`src/hdl/cfr_cfg.svh`:
```
/*
  Constants of the CPU flag register block: bus offsets, field positions,
  reset values and widths.
  Assumes inclusion by bare name from the package, ahead of the design modules.
*/
`ifndef CFR_CFG_SVH
`define CFR_CFG_SVH

// ----------------------------------------
// Register bus offsets (byte addresses)
// ----------------------------------------
`define CFR_OFS_FLAG      4'h0
`define CFR_OFS_ACTIVE_SP 4'h4
`define CFR_OFS_LAST_IRQ  4'h8

// ----------------------------------------
// Field positions inside the flag register
// ----------------------------------------
`define CFR_POS_CARRY     0
`define CFR_POS_DEBUG     1
`define CFR_POS_ZERO      2
`define CFR_POS_SIGN      3
`define CFR_POS_BANK      4
`define CFR_POS_OVERFLOW  5
`define CFR_POS_IRQ_EN    6
`define CFR_POS_STACK     7
`define CFR_POS_PRIO_LO   8
`define CFR_POS_PRIO_HI   10
`define CFR_POS_RESERVED  11

// ----------------------------------------
// Widths and reset values
// ----------------------------------------
`define CFR_FLAG_W        11
`define CFR_PRIO_W        3
`define CFR_FLAG_RST      11'h000
`define CFR_SP_RST        16'h0000
`define CFR_TRAP_HW_MAX   6'h1F
`define CFR_ALU_EN_W      4

`endif

```
`src/hdl/cfr_pkg.sv`:
```
/*
  Types shared by the CPU flag register block.
  Assumes cfr_cfg.svh is on the include path.
*/
`include "cfr_cfg.svh"

package cfr_pkg;

  // ----------------------------------------
  // Flag register layout, MSB first
  // ----------------------------------------
  typedef struct packed {
    logic [`CFR_PRIO_W-1:0] prio;
    logic                   stack_sel;
    logic                   irq_en;
    logic                   overflow;
    logic                   bank_sel;
    logic                   sign;
    logic                   zero;
    logic                   debug;
    logic                   carry;
  } cfr_flags_type;

  // ----------------------------------------
  // Which ALU flags an operation touches
  // ----------------------------------------
  typedef struct packed {
    logic overflow;
    logic sign;
    logic zero;
    logic carry;
  } cfr_alu_en_type;

  typedef logic [2:0] cfr_reg_idx_type;

endpackage

```
`src/hdl/cfr_bank_if.sv`:
```
/*
  Carrier between flag register control and the register bank store.
  Assumes both ends share one clock.
*/
`timescale 1ns/1ps

interface cfr_bank_if;
  import cfr_pkg::*;

  logic            bank_sel;
  logic            stack_sel;
  logic            reg_we;
  cfr_reg_idx_type reg_idx;
  logic [15:0]     reg_wdata;
  logic [15:0]     reg_rdata;
  logic            sp_we;
  logic [15:0]     sp_wdata;
  logic [15:0]     sp_rdata;

  modport ctrl (
    output bank_sel,
    output stack_sel,
    output reg_we,
    output reg_idx,
    output reg_wdata,
    output sp_we,
    output sp_wdata,
    input  reg_rdata,
    input  sp_rdata
  );

  modport store (
    input  bank_sel,
    input  stack_sel,
    input  reg_we,
    input  reg_idx,
    input  reg_wdata,
    input  sp_we,
    input  sp_wdata,
    output reg_rdata,
    output sp_rdata
  );
endinterface

```
`src/hdl/cfr_bank.sv`:
```
/*
  Two register banks of seven 16-bit registers and the two stack pointers.
  Assumes bank and stack selects come from the flag register on the same clock.
*/
`timescale 1ns/1ps

module cfr_bank
  import cfr_pkg::*;
#(
  parameter int NUM_REGS = 7
) (
  // Clock and reset
  input  wire logic clk_sys,
  input  wire logic srst,
  // Control side
  cfr_bank_if.store bus
);

  // ----------------------------------------
  // Storage
  // ----------------------------------------
  logic [15:0] gpr_mem [0:1][0:NUM_REGS-1];
  logic [15:0] exc_sp_reg;
  logic [15:0] exc_sp_next;
  logic [15:0] user_sp_reg;
  logic [15:0] user_sp_next;
  logic [15:0] reg_rdata_reg;
  logic [15:0] reg_rdata_next;
  logic [15:0] sp_rdata_reg;
  logic [15:0] sp_rdata_next;

  // ----------------------------------------
  // Next values
  // ----------------------------------------
  always_comb begin
    exc_sp_next    = exc_sp_reg;
    user_sp_next   = user_sp_reg;
    reg_rdata_next = 16'h0000;
    if (bus.sp_we) begin
      if (bus.stack_sel) begin
        user_sp_next = bus.sp_wdata;
      end else begin
        exc_sp_next = bus.sp_wdata;
      end
    end
    sp_rdata_next = bus.stack_sel ? user_sp_next : exc_sp_next;
    if (int'(bus.reg_idx) < NUM_REGS) begin
      reg_rdata_next = gpr_mem[bus.bank_sel][bus.reg_idx];
    end
  end

  // ----------------------------------------
  // Registers
  // ----------------------------------------
  always_ff @(posedge clk_sys) begin
    if (srst) begin
      exc_sp_reg    <= `CFR_SP_RST;
      user_sp_reg   <= `CFR_SP_RST;
      reg_rdata_reg <= 16'h0000;
      sp_rdata_reg  <= `CFR_SP_RST;
      for (int b = 0; b < 2; b++) begin
        for (int r = 0; r < NUM_REGS; r++) begin
          gpr_mem[b][r] <= 16'h0000;
        end
      end
    end else begin
      exc_sp_reg    <= exc_sp_next;
      user_sp_reg   <= user_sp_next;
      reg_rdata_reg <= reg_rdata_next;
      sp_rdata_reg  <= sp_rdata_next;
      // Only the selected bank is written; the other keeps its contents
      if (bus.reg_we && int'(bus.reg_idx) < NUM_REGS) begin
        gpr_mem[bus.bank_sel][bus.reg_idx] <= bus.reg_wdata;
      end
    end
  end

  assign bus.reg_rdata = reg_rdata_reg;
  assign bus.sp_rdata  = sp_rdata_reg;

endmodule

```
`src/hdl/cfr_flag_reg.sv`:
```
/*
  CPU flag register with ALU flag capture, interrupt acceptance, software
  trap handling and the register bank / stack pointer selection it drives.
  Assumes one clock, a synchronous reset and an Avalon-MM master that holds
  each request until it sees waitrequest low.
*/
// Decided for this implementation: the Avalon-MM register port and the register offsets.
`timescale 1ns/1ps

module cfr_flag_reg
  import cfr_pkg::*;
#(
  parameter int DATA_W = 16
) (
  // Clock and reset
  input  wire logic                     clk_sys,
  input  wire logic                     srst,
  // Avalon-MM slave
  input  wire logic [3:0]               avs_address,
  input  wire logic                     avs_read,
  input  wire logic                     avs_write,
  input  wire logic [31:0]              avs_writedata,
  input  wire logic [3:0]               avs_byteenable,
  output logic      [31:0]              avs_readdata,
  output logic                          avs_waitrequest,
  // ALU result
  input  wire logic                     alu_valid,
  input  wire cfr_alu_en_type           alu_flag_en,
  input  wire logic [DATA_W-1:0]        alu_result,
  input  wire logic                     alu_carry,
  input  wire logic                     alu_overflow,
  // Interrupt request
  input  wire logic                     irq_req,
  input  wire logic                     irq_maskable,
  input  wire logic [`CFR_PRIO_W-1:0]   irq_level,
  output logic                          irq_accept,
  // Software trap
  input  wire logic                     trap_exec,
  input  wire logic [5:0]               trap_num,
  // Register bank access
  input  wire logic                     core_reg_we,
  input  wire cfr_reg_idx_type          core_reg_idx,
  input  wire logic [15:0]              core_reg_wdata,
  output logic      [15:0]              core_reg_rdata,
  input  wire logic                     core_sp_we,
  input  wire logic [15:0]              core_sp_wdata,
  output logic      [15:0]              core_sp_rdata,
  // Flag state
  output cfr_flags_type                 flags
);

  // ----------------------------------------
  // State
  // ----------------------------------------
  cfr_flags_type                 flag_reg;
  cfr_flags_type                 flag_next;
  logic                          irq_accept_reg;
  logic                          irq_accept_next;
  logic [`CFR_PRIO_W-1:0]        last_level_reg;
  logic [`CFR_PRIO_W-1:0]        last_level_next;
  logic                          waitreq_reg;
  logic                          waitreq_next;
  logic [31:0]                   rdata_reg;
  logic [31:0]                   rdata_next;

  logic                          bus_req;
  logic                          bus_done;
  logic                          irq_take;
  logic                          trap_hw_range;
  logic [`CFR_FLAG_W-1:0]        flag_bits;
  logic [`CFR_FLAG_W-1:0]        flag_wr_bits;
  logic [31:0]                   flag_word;
  logic [31:0]                   sp_word;
  logic [31:0]                   level_word;
  logic                          flag_wr_sel;
  logic                          lane0_wr;
  logic                          lane1_wr;
  logic                          alu_is_zero;
  logic                          alu_is_neg;
  logic                          upd_carry;
  logic                          upd_zero;
  logic                          upd_sign;
  logic                          upd_ovf;
  logic                          irq_en_clr;
  logic                          stack_clr;

  cfr_bank_if bank_bus ();

  // ----------------------------------------
  // Bus handshake
  // ----------------------------------------
  // One wait cycle per access: the read word is latched in the cycle
  // before waitrequest drops, so it stands at the completing edge.
  assign bus_req  = avs_read | avs_write;
  assign bus_done = bus_req & ~waitreq_reg;

  always_comb begin
    waitreq_next = ~(bus_req & waitreq_reg);
  end

  // ----------------------------------------
  // Bus handshake register
  // ----------------------------------------
  // Starts high so no request completes on the edge that ends reset
  always_ff @(posedge clk_sys) begin
    if (srst) begin
      waitreq_reg <= 1'b1;
    end else begin
      waitreq_reg <= waitreq_next;
    end
  end

  // ----------------------------------------
  // Read data
  // ----------------------------------------
  // Reserved bit above the field reads as zero
  assign flag_word  = {21'h000000, flag_reg};
  assign sp_word    = {16'h0000, bank_bus.sp_rdata};
  assign level_word = {29'h00000000, last_level_reg};

  always_comb begin
    rdata_next = rdata_reg;
    if (avs_read && waitreq_reg) begin
      case (avs_address)
        `CFR_OFS_FLAG: begin
          rdata_next = flag_word;
        end
        `CFR_OFS_ACTIVE_SP: begin
          rdata_next = sp_word;
        end
        `CFR_OFS_LAST_IRQ: begin
          rdata_next = level_word;
        end
        default: begin
          rdata_next = 32'h00000000;
        end
      endcase
    end
  end

  // ----------------------------------------
  // Read data register
  // ----------------------------------------
  always_ff @(posedge clk_sys) begin
    if (srst) begin
      rdata_reg <= 32'h00000000;
    end else begin
      rdata_reg <= rdata_next;
    end
  end

  // ----------------------------------------
  // Interrupt acceptance
  // ----------------------------------------
  always_comb begin
    irq_take = 1'b0;
    if (irq_req && (irq_level > flag_reg.prio)) begin
      irq_take = ~irq_maskable | flag_reg.irq_en;
    end
    irq_accept_next = irq_take;
    last_level_next = irq_take ? irq_level : last_level_reg;
  end

  // ----------------------------------------
  // Interrupt registers
  // ----------------------------------------
  // One pulse per accepting edge; a held request pulses again while allowed
  always_ff @(posedge clk_sys) begin
    if (srst) begin
      irq_accept_reg <= 1'b0;
      last_level_reg <= '0;
    end else begin
      irq_accept_reg <= irq_accept_next;
      last_level_reg <= last_level_next;
    end
  end

  // Traps need no priority check
  assign trap_hw_range = (trap_num <= `CFR_TRAP_HW_MAX);

  // ----------------------------------------
  // Update decode
  // ----------------------------------------
  // Only the completing edge of a bus write reaches the flags
  assign flag_wr_sel = avs_write && bus_done && (avs_address == `CFR_OFS_FLAG);
  // Lanes 2 and 3 carry no flag bits and are ignored
  assign lane0_wr    = flag_wr_sel && avs_byteenable[0];
  assign lane1_wr    = flag_wr_sel && avs_byteenable[1];
  assign alu_is_zero = (alu_result == '0);
  assign alu_is_neg  = alu_result[DATA_W-1];
  // Flags an operation does not name keep their value
  assign upd_carry   = alu_valid && alu_flag_en.carry;
  assign upd_zero    = alu_valid && alu_flag_en.zero;
  assign upd_sign    = alu_valid && alu_flag_en.sign;
  assign upd_ovf     = alu_valid && alu_flag_en.overflow;
  assign irq_en_clr  = irq_take || trap_exec;
  assign stack_clr   = irq_take || (trap_exec && trap_hw_range);

  // ----------------------------------------
  // Flag register update
  // ----------------------------------------
  // Order: bus write, then ALU, then acceptance clears, so a hardware
  // event in the same cycle as a software write is never lost.
  assign flag_bits = flag_reg;

  always_comb begin
    flag_wr_bits = flag_bits;
    if (lane0_wr) begin
      // Debug bit is stored as written; software keeps it at zero
      flag_wr_bits[`CFR_POS_STACK:`CFR_POS_CARRY] = avs_writedata[7:0];
    end
    if (lane1_wr) begin
      // Reserved bit 11 is dropped on write
      flag_wr_bits[`CFR_POS_PRIO_HI:`CFR_POS_PRIO_LO] =
        avs_writedata[`CFR_POS_PRIO_HI:`CFR_POS_PRIO_LO];
    end
    flag_next = cfr_flags_type'(flag_wr_bits);
    if (upd_carry) begin
      flag_next.carry = alu_carry;
    end
    if (upd_zero) begin
      flag_next.zero = alu_is_zero;
    end
    if (upd_sign) begin
      flag_next.sign = alu_is_neg;
    end
    if (upd_ovf) begin
      flag_next.overflow = alu_overflow;
    end
    if (irq_en_clr) begin
      flag_next.irq_en = 1'b0;
    end
    if (stack_clr) begin
      flag_next.stack_sel = 1'b0;
    end
  end

  // ----------------------------------------
  // Flag register
  // ----------------------------------------
  // Priority is left alone on acceptance; software raises it itself
  always_ff @(posedge clk_sys) begin
    if (srst) begin
      flag_reg <= cfr_flags_type'(`CFR_FLAG_RST);
    end else begin
      flag_reg <= flag_next;
    end
  end

  // ----------------------------------------
  // Register banks and stack pointers
  // ----------------------------------------
  // Selects follow the stored flags, so a select change takes effect
  // for accesses one cycle after the flag edge.
  assign bank_bus.bank_sel  = flag_reg.bank_sel;
  assign bank_bus.stack_sel = flag_reg.stack_sel;
  assign bank_bus.reg_we    = core_reg_we;
  assign bank_bus.reg_idx   = core_reg_idx;
  assign bank_bus.reg_wdata = core_reg_wdata;
  assign bank_bus.sp_we     = core_sp_we;
  assign bank_bus.sp_wdata  = core_sp_wdata;

  cfr_bank #(
    .NUM_REGS (7)
  ) u_bank (
    .clk_sys (clk_sys),
    .srst    (srst),
    .bus     (bank_bus.store)
  );

  // ----------------------------------------
  // Outputs
  // ----------------------------------------
  assign avs_readdata    = rdata_reg;
  assign avs_waitrequest = waitreq_reg;
  assign irq_accept      = irq_accept_reg;
  assign core_reg_rdata  = bank_bus.reg_rdata;
  assign core_sp_rdata   = bank_bus.sp_rdata;
  assign flags           = flag_reg;

endmodule

```
`config.mk`:
```
export PLATFORM = sky130hd
export DESIGN_NAME = cfr_flag_reg
export DESIGN_NICKNAME = d
export VERILOG_FILES = /design/src/hdl/cfr_pkg.sv /design/src/hdl/cfr_bank_if.sv /design/src/hdl/cfr_bank.sv /design/src/hdl/cfr_flag_reg.sv
export VERILOG_INCLUDE_DIRS = /design/src /design/src/hdl
export SDC_FILE = /design/constraint.sdc
export NUM_CORES = 1
export LEC_CHECK = 0
export ABC_AREA = 0
export BUFFER_PORTS_ARGS = -buffer_cell sky130_fd_sc_hd__buf_2
export CORE_MARGIN = 5
export CORE_UTILIZATION = 57
export DETAILED_ROUTE_END_ITERATION = 10
export PLACE_DENSITY = 0.8
export SYNTH_ARGS = -nofsm -noshare
export SYNTH_HDL_FRONTEND = slang
export SYNTH_SLANG_ARGS = --single-unit
export TNS_END_PERCENT = 30
```
`constraint.sdc`:
```
create_clock -name clk_sys -period 4.39 [get_ports clk_sys]
set_input_delay 0.439 -clock clk_sys [delete_from_list [all_inputs] [get_ports clk_sys]]
set_output_delay 0.439 -clock clk_sys [all_outputs]
set_load 0.03 [all_outputs]
```
==> run_results.csv <==
group,metric,value,unit
floorplanning,start_util,58.3,%
synthesis,synth_edf_count,224,
timing,setup_tns,0,ps
global_route,grt_overflow_total,0,
power_and_ir_drop,p_per_area,437,nW/um^2
setup_path,path_cells,"nor3_2 > nand2_1 > buf_4 > nand2_1",
clock_network,cts_tree,"done",
status,status,"completed",
timing,drv_slew,0,
power_and_ir_drop,p_seq_share,52.3,%
cells_and_area,final_cell_mix,"224 x edfxtp_1, 179 x nor2_1, 148 x buf_2, 145 x mux2i_1, 119 x nand2_1",
cells_and_area,diodes,0,
floorplanning,num_io_pins,193,
clock_network,cts_hold_buf,0,
setup_path,end_kind,"register",
global_route,grt_pass1_wl,49600,um
placement,place_ws,1380,ps
setup_path,required,4550,ps
setup_path,path_class,"register to register",
setup_path,cpMostUsedCell,"nand2_1",
detailed_routing,vias,8995,
placement,dpl.cell_count,1523,
power_and_ir_drop,power.leakage,5.50,nW
timing,clock.fmax,395,MHz
global_route,grt_use_total,24.2,%
placement,port_buffers,148,
detailed_routing,viasPerCell,5.69,
detailed_routing,firstDrtPassIters,5,
synthesis,synth-seq-cells,321,
setup_path,r2r_cells,4,
synthesis,synthCells,1114,
cells_and_area,largest_reg_flops,224,
detailed_routing,drt_iter0_drc,766,
setup_path,cpMaxStageDelayCell,"nand2_1",
timing,fin_crit_sh,57.7,%
floorplanning,die_w,163,um
timing,setup_viol,0,
setup_path,startpoint_type,"register",
clock_network,clock-root-buffer,"clkbuf_16",
cells_and_area,nets,1362,
power_and_ir_drop,peakVddDrop,0.242,mV
timing,hold_viol,0,
cells_and_area,regMostFlops,"u_bank.gpr_mem",
worst_hold_path,hold_class,"input port to register",
setup_path,arrival,2700,ps
cells_and_area,area_growth,14.7,%
floorplanning,core-area,22800,sq um
worst_hold_path,whs_path_depth,2,
power_and_ir_drop,p_sw,1.48,mW
power_and_ir_drop,p_comb_share,7.1,%
global_route,antenna_found_initial,4,
cells_and_area,finalNonFillerCells,1580,
synthesis,synth_flop_cell,"edfxtp_1",
synthesis,netlist_area,13300,sq um
placement,hpwl,20300,um
floorplanning,die-area,26400,sq um
floorplanning,num_rows,55,
cells_and_area,drive_gt1_share,17.7,%
global_route,grt_start_max_net_pins,76,
synthesis,ys_seq_area_share,65.3,%
detailed_routing,wl_per_cell,20.8,um
power_and_ir_drop,clock_power_share,40.6,%
timing,slew_headroom,16.3,%
clock_network,clk_pin_slew,60,ps
clock_network,clock_path_buffers,3,
clock_network,clkSinkCount,321,
clock_network,postCtsResizedCells,0,
cells_and_area,fill_cells,1660,
detailed_routing,postRouteAntennaNets,0,
detailed_routing,post-route-drc-count,0,
cells_and_area,layout_commonest_cell,"edfxtp_1",
timing,tightest_slew,1250,ps
clock_network,post_cts_buffers,0,
timing,setup_ws,1860,ps
run,drv_cap,0,
power_and_ir_drop,power,6.66,mW
clock_network,clkLatencyLatePin,540,ps
timing,fin_crit,2530,ps
synthesis,syn_area_per_cell,11.9,sq um
synthesis,synthDistinctLibCells,43,
setup_path,cp_max_fo,17,
placement,gp_congestion,0.811,
timing,finClkSkew,8.46,ps
cells_and_area,utilization,66.8,%
setup_path,max_stage_delay,760,ps
floorplanning,die_y,163,um
power_and_ir_drop,power_switching_share,22.3,%
timing,rsz0062_at_grt,"false",
clock_network,cts_buffers,31,
synthesis,yosys_warnings,0,
detailed_routing,wirelength,32900,um
power_and_ir_drop,p_int,5.17,mW
synthesis,ys_async_sr_fraction,0,%
global_route,first_global_vias,9005,
clock_network,cts_htree_levels,1,
[routing by layer]
metal,wire [um],share of wire (%),GRT usage (%),up-vias
met5,55,0.17,0,-
met4,1260,3.8,9.23,8
met3,2730,8.3,5.06,93
met2,15900,48,40.7,394
met1,12900,39,31.1,4317
li1,-,-,-,4183
[final cells by class]
class                   count  area, sq um  area share, %
inverters                  23         86.3          0.567
repair buffers            169          911           5.98
clock buffers              45          878           5.77
multi-input cells         697         4130           27.1
well taps                 313          392           2.57
flip-flops and latches    321         8670           57.0
clock inverters            12          160           1.05
[power by group through the flow]
| stage | Combinational (mW) | Clock [mW] | Sequential (mW) |
|---|---|---|---|
| 2_1_floorplan | 0.255 | 0 | 3.57 |
| 4_1_cts | 0.473 | 2.72 | 3.48 |
| 3_5_place_dp | 0.470 | 0 | 3.54 |
| 3_3_place_gp | 0.461 | 0 | 3.53 |
| 6_report | 0.474 | 2.70 | 3.48 |
| 5_1_grt | 0.510 | 2.85 | 3.49 |
[kinds of logic (layout without fill, tap and decap cells)]
| group | after synthesis | after routing | share of synthesized area (%) |
|---|---|---|---|
| simple gates | 394 | 394 | 13.3 |
| other cells | 1 | 16 | 0.0283 |
| buf+inv | 111 | 249 | 4.12 |
| mux | 145 | 145 | 10.9 |
| fa+ha+maj | 3 | 3 | 0.283 |
| flops | 321 | 321 | 65.3 |
| compound gates | 139 | 139 | 6.01 |
[through the flow]
stage | area [sq um] | hold slack (ps)
after CTS | 15200 | 76.3
after floorplan | 13300 | 434
after global routing | 15200 | 79.3
after global placement | 14200 | 433
after detailed placement | 14200 | 443
final | 15200 | 97.6
[cells in the mapped netlist (2+ instances only)]
master / number / area (sq um)
nor3b_1: 3 / 22.5
nand3_1: 8 / 40.0
clkbuf_2: 2 / 10.0
clkbuf_1: 28 / 105
and2_1: 35 / 219
ha_1: 3 / 37.5
nand2b_1: 3 / 18.8
buf_2: 33 / 165
nor2_1: 179 / 672
a22oi_1: 8 / 60.1
inv_1: 23 / 86.3
mux2i_1: 145 / 1450
a21oi_1: 61 / 305
or3b_1: 2 / 17.5
a31oi_1: 2 / 12.5
nor4_1: 20 / 125
nor3_1: 2 / 10.0
buf_4: 23 / 173
edfxtp_1: 224 / 6730
nand3b_1: 3 / 22.5
a211oi_1: 3 / 22.5
nor2b_1: 4 / 25.0
and3_1: 4 / 25.0
o22ai_1: 48 / 300
or2_2: 3 / 18.8
nand2_1: 119 / 447
dfxtp_1: 97 / 1940
o21ai_0: 13 / 65.1
buf_1: 2 / 7.51
[path summary, 6_finish.rpt]
path / from / slack [ps] / to
setup / recovery: bank_bus.bank_sel / 1860 / u_bank.gpr_mem[0][36]
hold / removal: trap_exec / 100 / flags[6]
setup reg to reg: bank_bus.bank_sel / 1860 / u_bank.gpr_mem[0][36]
hold reg to reg: u_bank.user_sp_reg[1] / 450 / u_bank.user_sp_reg[1]
[worst max-delay path, delay by kind of cell (launching register included)]
kind | cells | cell delay [ps]
buffers and inverters | 1 | 260
DFF | 1 | 400
and+or+nand+nor | 3 | 1480
No activity file was read; power rests on OpenSTA's default activity.
